===== config.mk =====
export PLATFORM = sky130hd
export DESIGN_NAME = doorbell_tx_completion_regs
export DESIGN_NICKNAME = d
export VERILOG_FILES = /design/src/dbtc_pkg.sv /design/src/dbtc_done_queue.sv /design/src/doorbell_tx_completion_regs.sv
export SDC_FILE = /design/constraint.sdc
export NUM_CORES = 1
export LEC_CHECK = 0
export ABC_CLOCK_PERIOD_IN_PS = 6600
export BUFFER_PORTS_ARGS = -buffer_cell sky130_fd_sc_hd__buf_4
export CAP_MARGIN = 20
export CORE_MARGIN = 5
export CORE_UTILIZATION = 35
export DETAILED_ROUTE_END_ITERATION = 12
export PLACE_DENSITY_LB_ADDON = 0.25
export SYNTH_ARGS = -nofsm -noshare
export SYNTH_HDL_FRONTEND = slang
export SYNTH_HIERARCHICAL = 1
export SYNTH_SLANG_ARGS = --single-unit

===== constraint.sdc =====
create_clock -name core_clk_i -period 6.6 [get_ports core_clk_i]
set_input_delay 1.32 -clock core_clk_i [delete_from_list [all_inputs] [get_ports core_clk_i]]
set_output_delay 1.32 -clock core_clk_i [all_outputs]
set_load 0.02 [all_outputs]

===== src/dbtc_pkg.sv =====
// package for the doorbell transmit completion register bank
package dbtc_pkg;
   localparam int ADDR_W = 6;
   localparam logic [5:0] OFF_QUEUE_STATUS = 6'h10;
   localparam logic [5:0] OFF_COMPLETION_ENTRY = 6'h14;
   localparam logic [5:0] OFF_OUTCOME = 6'h18;
   localparam logic [5:0] OFF_CAPTURE_CTRL = 6'h1c;
   localparam logic [5:0] OFF_IRQ_ENABLE = 6'h20;
   localparam logic [5:0] OFF_IRQ_FLAGS = 6'h24;
   localparam int PEND_LSB = 16;
   localparam int SENDQ_LSB = 8;
   localparam int DONEQ_LSB = 0;
   localparam int CAP_ERR_BIT = 1;
   localparam int CAP_OK_BIT = 0;
   localparam int IRQ_OVF_BIT = 2;
   localparam int IRQ_DONE_BIT = 1;
   localparam int IRQ_RX_BIT = 0;
   localparam int QUEUE_DEPTH = 16;
   localparam int LVL_W = 5;
   localparam logic [1:0] OUT_DONE = 2'h0;
   localparam logic [1:0] OUT_ERROR = 2'h1;
   localparam logic [1:0] OUT_TIMEOUT = 2'h2;
   localparam logic [1:0] CTRL_RESET = 2'h0;
   localparam logic [2:0] IRQ_RESET = 3'h0;
   localparam logic [31:0] RDATA_RESET = 32'h0;

   typedef struct packed {
      logic [7:0] target_node_id;
      logic [15:0] payload;
      logic [1:0] outcome;
   } dbtc_entry_t;
endpackage


===== src/dbtc_done_queue.sv =====
// completion queue holding finished outbound doorbells
`timescale 1ns/1ps
module dbtc_done_queue
(
   input wire logic core_clk_i,
   input wire logic reset_n_i,
   input wire logic push_i,
   input wire dbtc_pkg::dbtc_entry_t push_data_i,
   input wire logic pop_i,
   output dbtc_pkg::dbtc_entry_t head_o,
   output logic [dbtc_pkg::LVL_W-1:0] level_o,
   output logic overflow_o
);
   dbtc_pkg::dbtc_entry_t mem [dbtc_pkg::QUEUE_DEPTH];
   logic [3:0] wr_ptr_reg;
   logic [3:0] rd_ptr_reg;
   logic [dbtc_pkg::LVL_W-1:0] level_reg;
   logic full;
   logic empty;
   logic do_push;
   logic do_pop;

   assign full = (level_reg == dbtc_pkg::LVL_W'(dbtc_pkg::QUEUE_DEPTH));
   assign empty = (level_reg == '0);
   assign do_pop = pop_i && !empty;
   assign do_push = push_i && (!full || do_pop);
   assign overflow_o = push_i && full && !do_pop;
   assign head_o = mem[rd_ptr_reg];
   assign level_o = level_reg;

   always_ff @(posedge core_clk_i)
   begin
      if (do_push)
      begin
         mem[wr_ptr_reg] <= push_data_i;
      end
   end

   always_ff @(posedge core_clk_i)
   begin
      if (!reset_n_i)
      begin
         wr_ptr_reg <= 4'h0;
         rd_ptr_reg <= 4'h0;
         level_reg <= '0;
      end
      else
      begin
         if (do_push)
         begin
            wr_ptr_reg <= wr_ptr_reg + 4'h1;
         end
         if (do_pop)
         begin
            rd_ptr_reg <= rd_ptr_reg + 4'h1;
         end
         if (do_push && !do_pop)
         begin
            level_reg <= level_reg + 5'h1;
         end
         else if (do_pop && !do_push)
         begin
            level_reg <= level_reg - 5'h1;
         end
      end
   end
endmodule // dbtc_done_queue


===== src/doorbell_tx_completion_regs.sv =====
// doorbell transmit status, completion readout and interrupt registers
`timescale 1ns/1ps
module doorbell_tx_completion_regs
(
   input wire logic core_clk_i,
   input wire logic reset_n_i,
   input wire logic [dbtc_pkg::ADDR_W-1:0] address_i,
   input wire logic read_i,
   input wire logic write_i,
   input wire logic [31:0] writedata_i,
   output logic [31:0] readdata_o,
   input wire logic [dbtc_pkg::LVL_W-1:0] pending_count_i,
   input wire logic [dbtc_pkg::LVL_W-1:0] send_queue_count_i,
   input wire logic done_valid_i,
   input wire dbtc_pkg::dbtc_entry_t done_data_i,
   input wire logic rx_doorbell_i,
   output logic [2:0] capture_ctrl_o,
   output logic irq_o
);
   logic [1:0] capture_reg;
   logic [2:0] irq_en_reg;
   logic [2:0] irq_flag_reg;
   logic [2:0] irq_flag_next;
   logic [1:0] outcome_reg;
   logic [31:0] readdata_reg;
   logic [31:0] readdata_next;
   logic irq_reg;
   logic popped_since_ovf_reg;
   logic keep;
   logic push;
   logic pop;
   logic overflow;
   logic is_ok;
   logic [dbtc_pkg::LVL_W-1:0] done_level;
   dbtc_pkg::dbtc_entry_t head;

   assign is_ok = (done_data_i.outcome == dbtc_pkg::OUT_DONE);
   assign keep = is_ok ? capture_reg[dbtc_pkg::CAP_OK_BIT]
                       : capture_reg[dbtc_pkg::CAP_ERR_BIT];
   assign push = done_valid_i && keep;
   assign pop = read_i && (address_i == dbtc_pkg::OFF_COMPLETION_ENTRY)
                && (done_level != '0);

   dbtc_done_queue u_done_queue
   (
      .core_clk_i(core_clk_i),
      .reset_n_i(reset_n_i),
      .push_i(push),
      .push_data_i(done_data_i),
      .pop_i(pop),
      .head_o(head),
      .level_o(done_level),
      .overflow_o(overflow)
   );

   // which finished doorbells are kept
   always_ff @(posedge core_clk_i)
   begin
      if (!reset_n_i)
      begin
         capture_reg <= dbtc_pkg::CTRL_RESET;
      end
      else if (write_i && (address_i == dbtc_pkg::OFF_CAPTURE_CTRL))
      begin
         capture_reg <= writedata_i[1:0];
      end
   end

   // interrupt enables
   always_ff @(posedge core_clk_i)
   begin
      if (!reset_n_i)
      begin
         irq_en_reg <= dbtc_pkg::IRQ_RESET;
      end
      else if (write_i && (address_i == dbtc_pkg::OFF_IRQ_ENABLE))
      begin
         irq_en_reg <= writedata_i[2:0];
      end
   end

   // outcome of the entry popped most recently
   always_ff @(posedge core_clk_i)
   begin
      if (!reset_n_i)
      begin
         outcome_reg <= dbtc_pkg::OUT_DONE;
      end
      else if (pop)
      begin
         outcome_reg <= head.outcome;
      end
   end

   // overflow flag may only clear once an entry was read after it set
   always_ff @(posedge core_clk_i)
   begin
      if (!reset_n_i)
      begin
         popped_since_ovf_reg <= 1'b0;
      end
      else if (overflow)
      begin
         popped_since_ovf_reg <= 1'b0;
      end
      else if (pop)
      begin
         popped_since_ovf_reg <= 1'b1;
      end
   end

   always_comb
   begin
      irq_flag_next = irq_flag_reg;
      if (write_i && (address_i == dbtc_pkg::OFF_IRQ_FLAGS))
      begin
         irq_flag_next[dbtc_pkg::IRQ_RX_BIT] = irq_flag_reg[dbtc_pkg::IRQ_RX_BIT]
            && !writedata_i[dbtc_pkg::IRQ_RX_BIT];
         irq_flag_next[dbtc_pkg::IRQ_DONE_BIT] = irq_flag_reg[dbtc_pkg::IRQ_DONE_BIT]
            && !writedata_i[dbtc_pkg::IRQ_DONE_BIT];
         if (popped_since_ovf_reg || pop)
         begin
            irq_flag_next[dbtc_pkg::IRQ_OVF_BIT] = irq_flag_reg[dbtc_pkg::IRQ_OVF_BIT]
               && !writedata_i[dbtc_pkg::IRQ_OVF_BIT];
         end
      end
      // set wins over a same-cycle clear
      if (rx_doorbell_i)
      begin
         irq_flag_next[dbtc_pkg::IRQ_RX_BIT] = 1'b1;
      end
      if (push)
      begin
         irq_flag_next[dbtc_pkg::IRQ_DONE_BIT] = 1'b1;
      end
      if (overflow)
      begin
         irq_flag_next[dbtc_pkg::IRQ_OVF_BIT] = 1'b1;
      end
   end

   always_ff @(posedge core_clk_i)
   begin
      if (!reset_n_i)
      begin
         irq_flag_reg <= dbtc_pkg::IRQ_RESET;
      end
      else
      begin
         irq_flag_reg <= irq_flag_next;
      end
   end

   // interrupt line follows flags gated by enables
   always_ff @(posedge core_clk_i)
   begin
      if (!reset_n_i)
      begin
         irq_reg <= 1'b0;
      end
      else
      begin
         irq_reg <= |(irq_flag_next & irq_en_reg);
      end
   end

   always_comb
   begin
      readdata_next = 32'h0;
      unique case (address_i)
         dbtc_pkg::OFF_QUEUE_STATUS:
         begin
            readdata_next[dbtc_pkg::PEND_LSB +: 8] = 8'(pending_count_i);
            readdata_next[dbtc_pkg::SENDQ_LSB +: 8] = 8'(send_queue_count_i);
            readdata_next[dbtc_pkg::DONEQ_LSB +: 8] = 8'(done_level);
         end
         dbtc_pkg::OFF_COMPLETION_ENTRY:
         begin
            if (done_level != '0)
            begin
               readdata_next[23:0] = {head.target_node_id, head.payload};
            end
         end
         dbtc_pkg::OFF_OUTCOME:
         begin
            readdata_next[1:0] = pop ? head.outcome : outcome_reg;
         end
         dbtc_pkg::OFF_CAPTURE_CTRL: readdata_next[1:0] = capture_reg;
         dbtc_pkg::OFF_IRQ_ENABLE: readdata_next[2:0] = irq_en_reg;
         dbtc_pkg::OFF_IRQ_FLAGS: readdata_next[2:0] = irq_flag_reg;
         default: readdata_next = 32'h0;
      endcase
   end

   always_ff @(posedge core_clk_i)
   begin
      if (!reset_n_i)
      begin
         readdata_reg <= dbtc_pkg::RDATA_RESET;
      end
      else if (read_i)
      begin
         readdata_reg <= readdata_next;
      end
   end

   assign readdata_o = readdata_reg;
   assign capture_ctrl_o = {1'b0, capture_reg};
   assign irq_o = irq_reg;
endmodule // doorbell_tx_completion_regs


## Word level (Yosys, flattened, before mapping)

Memories as Yosys holds them, arrays and structs flattened. A register that Yosys moved wholly into a read port is not among the register bits.
Index checks and enable logic that the tools add are counted.

| storage, ports and cells | value |
|---|---|
| register bits after elaboration | 49 |
| RAM bits | 416 |
| memories kept | 1 |

Memory list:

| memory | words | bits a word | read ports | clocked after memory_dff | write ports | line | RTL |
|---|---|---|---|---|---|---|---|
| u_done_queue.mem | 16 | 26 | 1 | 1 | 1 | dbtc_done_queue.sv:14 | `dbtc_pkg::dbtc_entry_t mem [dbtc_pkg::QUEUE_DEPTH];` |

| cells by class | value |
|---|---|
| reductions and logical operators | 30 |
| equality and inequality tests | 7 |
| muxes and demuxes | 17 |
| $add $sub $neg | 4 |
| bitwise operators | 2 |

Operators with widths:

| operator | count |
|---|---|
| $pmux W21 S2 | 1 |
| $eq A6 B5 Y1 const B | 4 |
| $mux W24 | 1 |
| $logic_and A1 B1 Y1 | 15 |
| $eq A6 B6 Y1 const B | 2 |
| $pmux W2 S6 | 1 |
| $mux W5 | 2 |
| $add A4 B1 Y4 const B | 2 |
| $mux W4 | 2 |
| $logic_not A1 Y1 | 7 |
| $mux W1 | 7 |
| $add A5 B1 Y5 const B | 1 |
| $eq A5 B5 Y1 const B | 1 |
| $logic_not A5 Y1 | 1 |
| $reduce_bool A5 Y1 | 1 |
| $sub A5 B1 Y5 const B | 1 |
| $pmux W1 S4 | 1 |
| $and A3 B3 Y3 | 1 |
| $mux W3 | 1 |
| $reduce_or A3 Y1 | 1 |
| $logic_not A2 Y1 | 1 |
| $logic_or A1 B1 Y1 | 2 |
| $mux W2 | 1 |
| $reduce_bool A2 Y1 | 1 |
| other kinds (2) | 2 |

## Depth between registers and ports, before layout

| depth | value |
|---|---|
| depth after elaboration | 10 |
| depth in mapped cells | 15 |

## Cells and area by module

The synthesis kept the hierarchy.

By module, submodules not included:

| module | sequential area each (um^2) | times used | area an instance (um^2) | cells an instance |
|---|---|---|---|---|
| dbtc_done_queue | 12832.3 | 1 | 16524.6 | 747 |
| doorbell_tx_completion_regs | 720.7 | 1 | 1705.4 | 199 |

## Least setup slack after synthesis

OpenSTA, ideal clock, no wires.

| timing path | value |
|---|---|
| kind | input to register |
| start | input address_i[1] (netlist name) |
| end | memory u_done_queue/mem[0][0] (netlist name) (enable) |
| library setup time | 0.447 ns |
| stages on the path | 9 |
| data arrival time | 5.263 ns |
| setup slack | 0.890 ns |
| buffers on the path | 1 |
| path through | or4b_1 -> buf_2 -> a211oi_4 -> nand2_1 -> inv_1 -> nand2b_1 -> o21ai_4 -> or2_1 -> nor3b_1 |

| between the ends | value |
|---|---|
| cells in the longest elaborated chain, start to end | 8 |

Ends and longest elaborated chain:

| what | line | RTL |
|---|---|---|
| start, declared | doorbell_tx_completion_regs.sv:7 | `input wire logic [dbtc_pkg::ADDR_W-1:0] address_i,` |
| $eq A6 B5 Y1 | doorbell_tx_completion_regs.sv:41 | `assign pop = read_i && (address_i == dbtc_pkg::OFF_COMPLETION_ENTRY)` |
| $logic_and A1 B1 Y1 | doorbell_tx_completion_regs.sv:41 |  |
| $logic_and A1 B1 Y1 | doorbell_tx_completion_regs.sv:42 | `&& (done_level != '0);` |
| named net pop | doorbell_tx_completion_regs.sv:31 | `logic pop;` |
| $logic_and A1 B1 Y1 | dbtc_done_queue.sv:25 | `assign do_pop = pop_i && !empty;` |
| $logic_or A1 B1 Y1 | dbtc_done_queue.sv:26 | `assign do_push = push_i && (!full \|\| do_pop);` |
| $logic_and A1 B1 Y1 | dbtc_done_queue.sv:26 |  |
| $mux W1 | dbtc_done_queue.sv:33 | `if (do_push)` |
| $mux W1 (not written as such) | dbtc_done_queue.sv:35 | `mem[wr_ptr_reg] <= push_data_i;` |
| end, declared | dbtc_done_queue.sv:14 |  |

The timed path passes the listed nets, and every way through them passes these cells.

## Final worst setup path

| timing path | value |
|---|---|
| start | input address_i[1] (netlist name) |
| end | memory u_done_queue/mem[1][1] (netlist name) (enable) |

Same word-level chain as after synthesis.

==> results.toml <==
[outcome]
status = "finished clean"

[grt]
grt-busiest-layer = "met2"
antenna_found_initial = 2
grt_pass1_wl_um = 63100
grt_util_met2 = 0.234
grt_pass1_vias = 9517
met1_usage = 0.217
grtUsageTotal = 0.148
met3_usage = 0.0240
grt_max_degree = 67
grt_overflow_total = 0

[setup_path]
slowest_delay_ns = 0.68
cp_num_cells = 10
cpMostUsedCell = "buf_4"
cp_max_fo = 19
cp-start-kind = "input port"
reg2regPathDepth = 9
crit_family = "simple AND/OR/NAND/NOR gates"
cp_num_buf_inv = 3
cp_data_arrival_time_ns = 4.53
cp.required_ns = 6.87
crit_type = "input port to flip-flop"
slowest_stage = "or4b_1"
critical_path.endpoint_type = "flip-flop"
path_cells = "buf_4 -> or4b_1 -> a211oi_4 -> nand2_1 -> inv_1 -> nand2b_1 -> o21ai_4 -> or2_1 -> nor2_4 -> buf_4"

[finish]
area_delta_synth_final_pct = 16.8
final_net_count = 1137
largest_reg_flops = 416
antenna_cells = 0
drive_gt1_frac = 0.287
fill_cells = 4598
largest_register = "u_done_queue/mem"

[power_and_ir_drop]
max-vdd-ir-drop_mv = 0.191
power_frac_comb = 0.017
pwr-share-seq = 0.533
power_density_nw_per_um2 = 284
clkPwrFrac = 0.450
leakage_uw = 0.00671
p_int_uw = 4840
switchingPower_uw = 1220
p_sw_frac = 0.201
total_power_uw = 6060

[sta]
rsz0062_at_grt = "no"
finalCriticalPeriod_ns = 4.26
layout_worst_path_cycle_share = 0.645
max_slew_margin = 0.309
hold_viol_final = 0
slew_viol_final = 0
fin_ws_ns = 2.34
worst_pin_slew_ns = 1.04
fin_tns_setup_ns = 0
setup_violations = 0
fmax_ghz = 0.235
fin_skew_ns = 0.0233

[synth]
synth_area_um2 = 18200
yosysSeqAreaShare = 0.743
synth_area_per_cell_um2 = 19.3
muxShareOfSynthArea = 0.135
ys_ff_latch = 469
synth_fa_ha_area_frac = 0.00728
synth_xor_xnor_area_share = 0.00288
synth_cells = 946
synth_top_family_by_area = "multiplexers"
yosys_warnings = 6
synth_compound_area_frac = 0.0544
synth_edf_count = 416
ys_types = 53
async_reset_ff_frac = 0
synthSimpleGateAreaFrac = 0.0384
synth_ff_type = "edfxtp_1"

[route]
routed_wirelength_um = 42300
wl_per_cell_um = 23.9
ant_nets = 0
drt_first_pass_iters = 5
vias_per_cell = 5.20
drt-initial-drc-count = 715
post-route-drc-count = 0
route.vias.total = 9195

[cts]
clock_latency_ns = 0.59
clk_pin_slew_worst_paths_ns = 0.06
clockBufferDepth = 3
cts.sinks = 469
cts_resized = 0
ctsHtreeMaxLevel = 2
ctsHoldBuffers = 0
postCtsSetupBuffers = 0
cts_tree = "built"
cts-root-buf = "clkbuf_16"
cts_made_buffers = 50

[place]
detailed_place_hpwl_um = 23600
gp_congestion = 0.748
place_ws_ns = 1.74
port_buffers = 77

[floorplanning]
io_pins = 116
initial_core_util = 0.354
die_w_um = 238
die_area_um2 = 56700
die_h_um = 238
core_um2 = 51500
rows = 83

[worst_hold_path]
whs_path_depth = 2
min_path_type = "flip-flop to flip-flop"

[run]
cap_violations = 0
-- per-stage QoR --
stage | hold WS, ns | area (um^2) | util | cells
finish | 0.475 | 21300 | 0.414 | 1769
detailed placement | 0.461 | 19700 | 0.382 | 1675
floorplan | 0.437 | 18300 | - | 954
global route | 0.495 | 21300 | 0.414 | 1769
CTS | 0.472 | 21300 | 0.414 | 1769
global placement | 0.456 | 19700 | 0.382 | 1675
-- placed cells by master (no fill, tap or decap), drive strengths merged, types with 10 or more instances in the layout --
| cell | count |
|---|---|
| a21oi | 25 |
| a22oi | 66 |
| and2 | 11 |
| buf | 102 |
| clkbuf | 65 |
| clkinv | 21 |
| dfxtp | 53 |
| edfxtp | 416 |
| inv | 10 |
| mux2i | 12 |
| mux4 | 104 |
| nand2 | 39 |
| nand2b | 16 |
| nand3 | 16 |
| nor2 | 18 |
| nor2b | 10 |
| o21ai | 21 |
-- power groups by stage --
| stage | clock, uW | combinational, uW | sequential (uW) |
|---|---|---|---|
| after CTS | 2790 | 105 | 3230 |
| after floorplan | 0 | 28.4 | 3300 |
| after detailed placement | 0 | 105 | 3290 |
| after global placement | 0 | 100 | 3290 |
| after global routing | 2930 | 114 | 3230 |
| final | 2720 | 102 | 3230 |
-- layer usage --
layer,wire length [um],vias to the layer above
met2,19900,271
met1,19400,4821
li1,-,4058
met4,703,0
met3,2280,45
met5,0,-
-- final cells by class --
| class | count | area (um^2) | area share |
|---|---|---|---|
| inverter | 9 | 33.8 | 0.00159 |
| timing repair buffer | 102 | 778 | 0.0365 |
| multi-input combinational | 415 | 4470 | 0.210 |
| clock inverter | 29 | 289 | 0.0136 |
| clock buffer | 65 | 1320 | 0.0619 |
| tap | 680 | 851 | 0.0399 |
| sequential | 469 | 13600 | 0.637 |
-- final timing paths --
| path | from | to | slack (ns) |
|---|---|---|---|
| max | address_i[1] | u_done_queue/mem[1][1]$_DFFE_PP_ | 2.34 |
| min reg2reg | outcome_reg[1]$_SDFF_PN0_ | outcome_reg[1]$_SDFF_PN0_ | 0.48 |
| min | outcome_reg[1]$_SDFF_PN0_ | outcome_reg[1]$_SDFF_PN0_ | 0.48 |
| max reg2reg | u_done_queue/level_o[1]$_SDFFE_PN0P_ | u_done_queue/mem[1][1]$_DFFE_PP_ | 3.27 |
-- synthesized netlist by cell type (all sizes together), types with 2 or more instances --
| library cell | number | area, um^2 |
|---|---|---|
| or4b | 2 | 20.0 |
| a211oi | 2 | 27.5 |
| a21oi | 25 | 129 |
| ha | 9 | 113 |
| clkbuf | 26 | 97.6 |
| mux2i | 12 | 120 |
| nor3b | 5 | 37.5 |
| nor2b | 10 | 62.6 |
| a22oi | 66 | 495 |
| o21ai | 21 | 131 |
| nor2 | 18 | 67.6 |
| inv | 8 | 30.0 |
| edfxtp | 416 | 12500 |
| o211ai | 5 | 56.3 |
| buf | 35 | 203 |
| mux4 | 104 | 2340 |
| o21a | 3 | 22.5 |
| xnor2 | 6 | 52.6 |
| nand3 | 16 | 80.1 |
| dfxtp | 53 | 1060 |
| nand4 | 2 | 12.5 |
| a21boi | 7 | 52.6 |
| o2bb2ai | 3 | 26.3 |
| nand2 | 39 | 146 |
| nand2b | 16 | 100 |
| and3 | 6 | 37.5 |
| and2 | 11 | 68.8 |
| nor3 | 7 | 35.0 |
-- logic make-up (layout without fill, tap and decap cells) --
kind of cell	after synthesis	count (layout)
DFF	469	469
AOI/OAI and AO/OA	138	138
and+or+nand+nor	136	136
muxes	116	116
buffers and inverters	70	205
adders and majority gates	10	10
xor gates and xnor gates	6	6
other	1	9
-- worst min-delay path, delay by kind of cell, from the launching register on --
family           cells  cell delay, ns
AND/OR/NAND/NOR      1            0.05
AO/OA/AOI/OAI        1            0.06
flip-flops           1            0.32
Note: power is estimated with default switching activity, not from simulation.
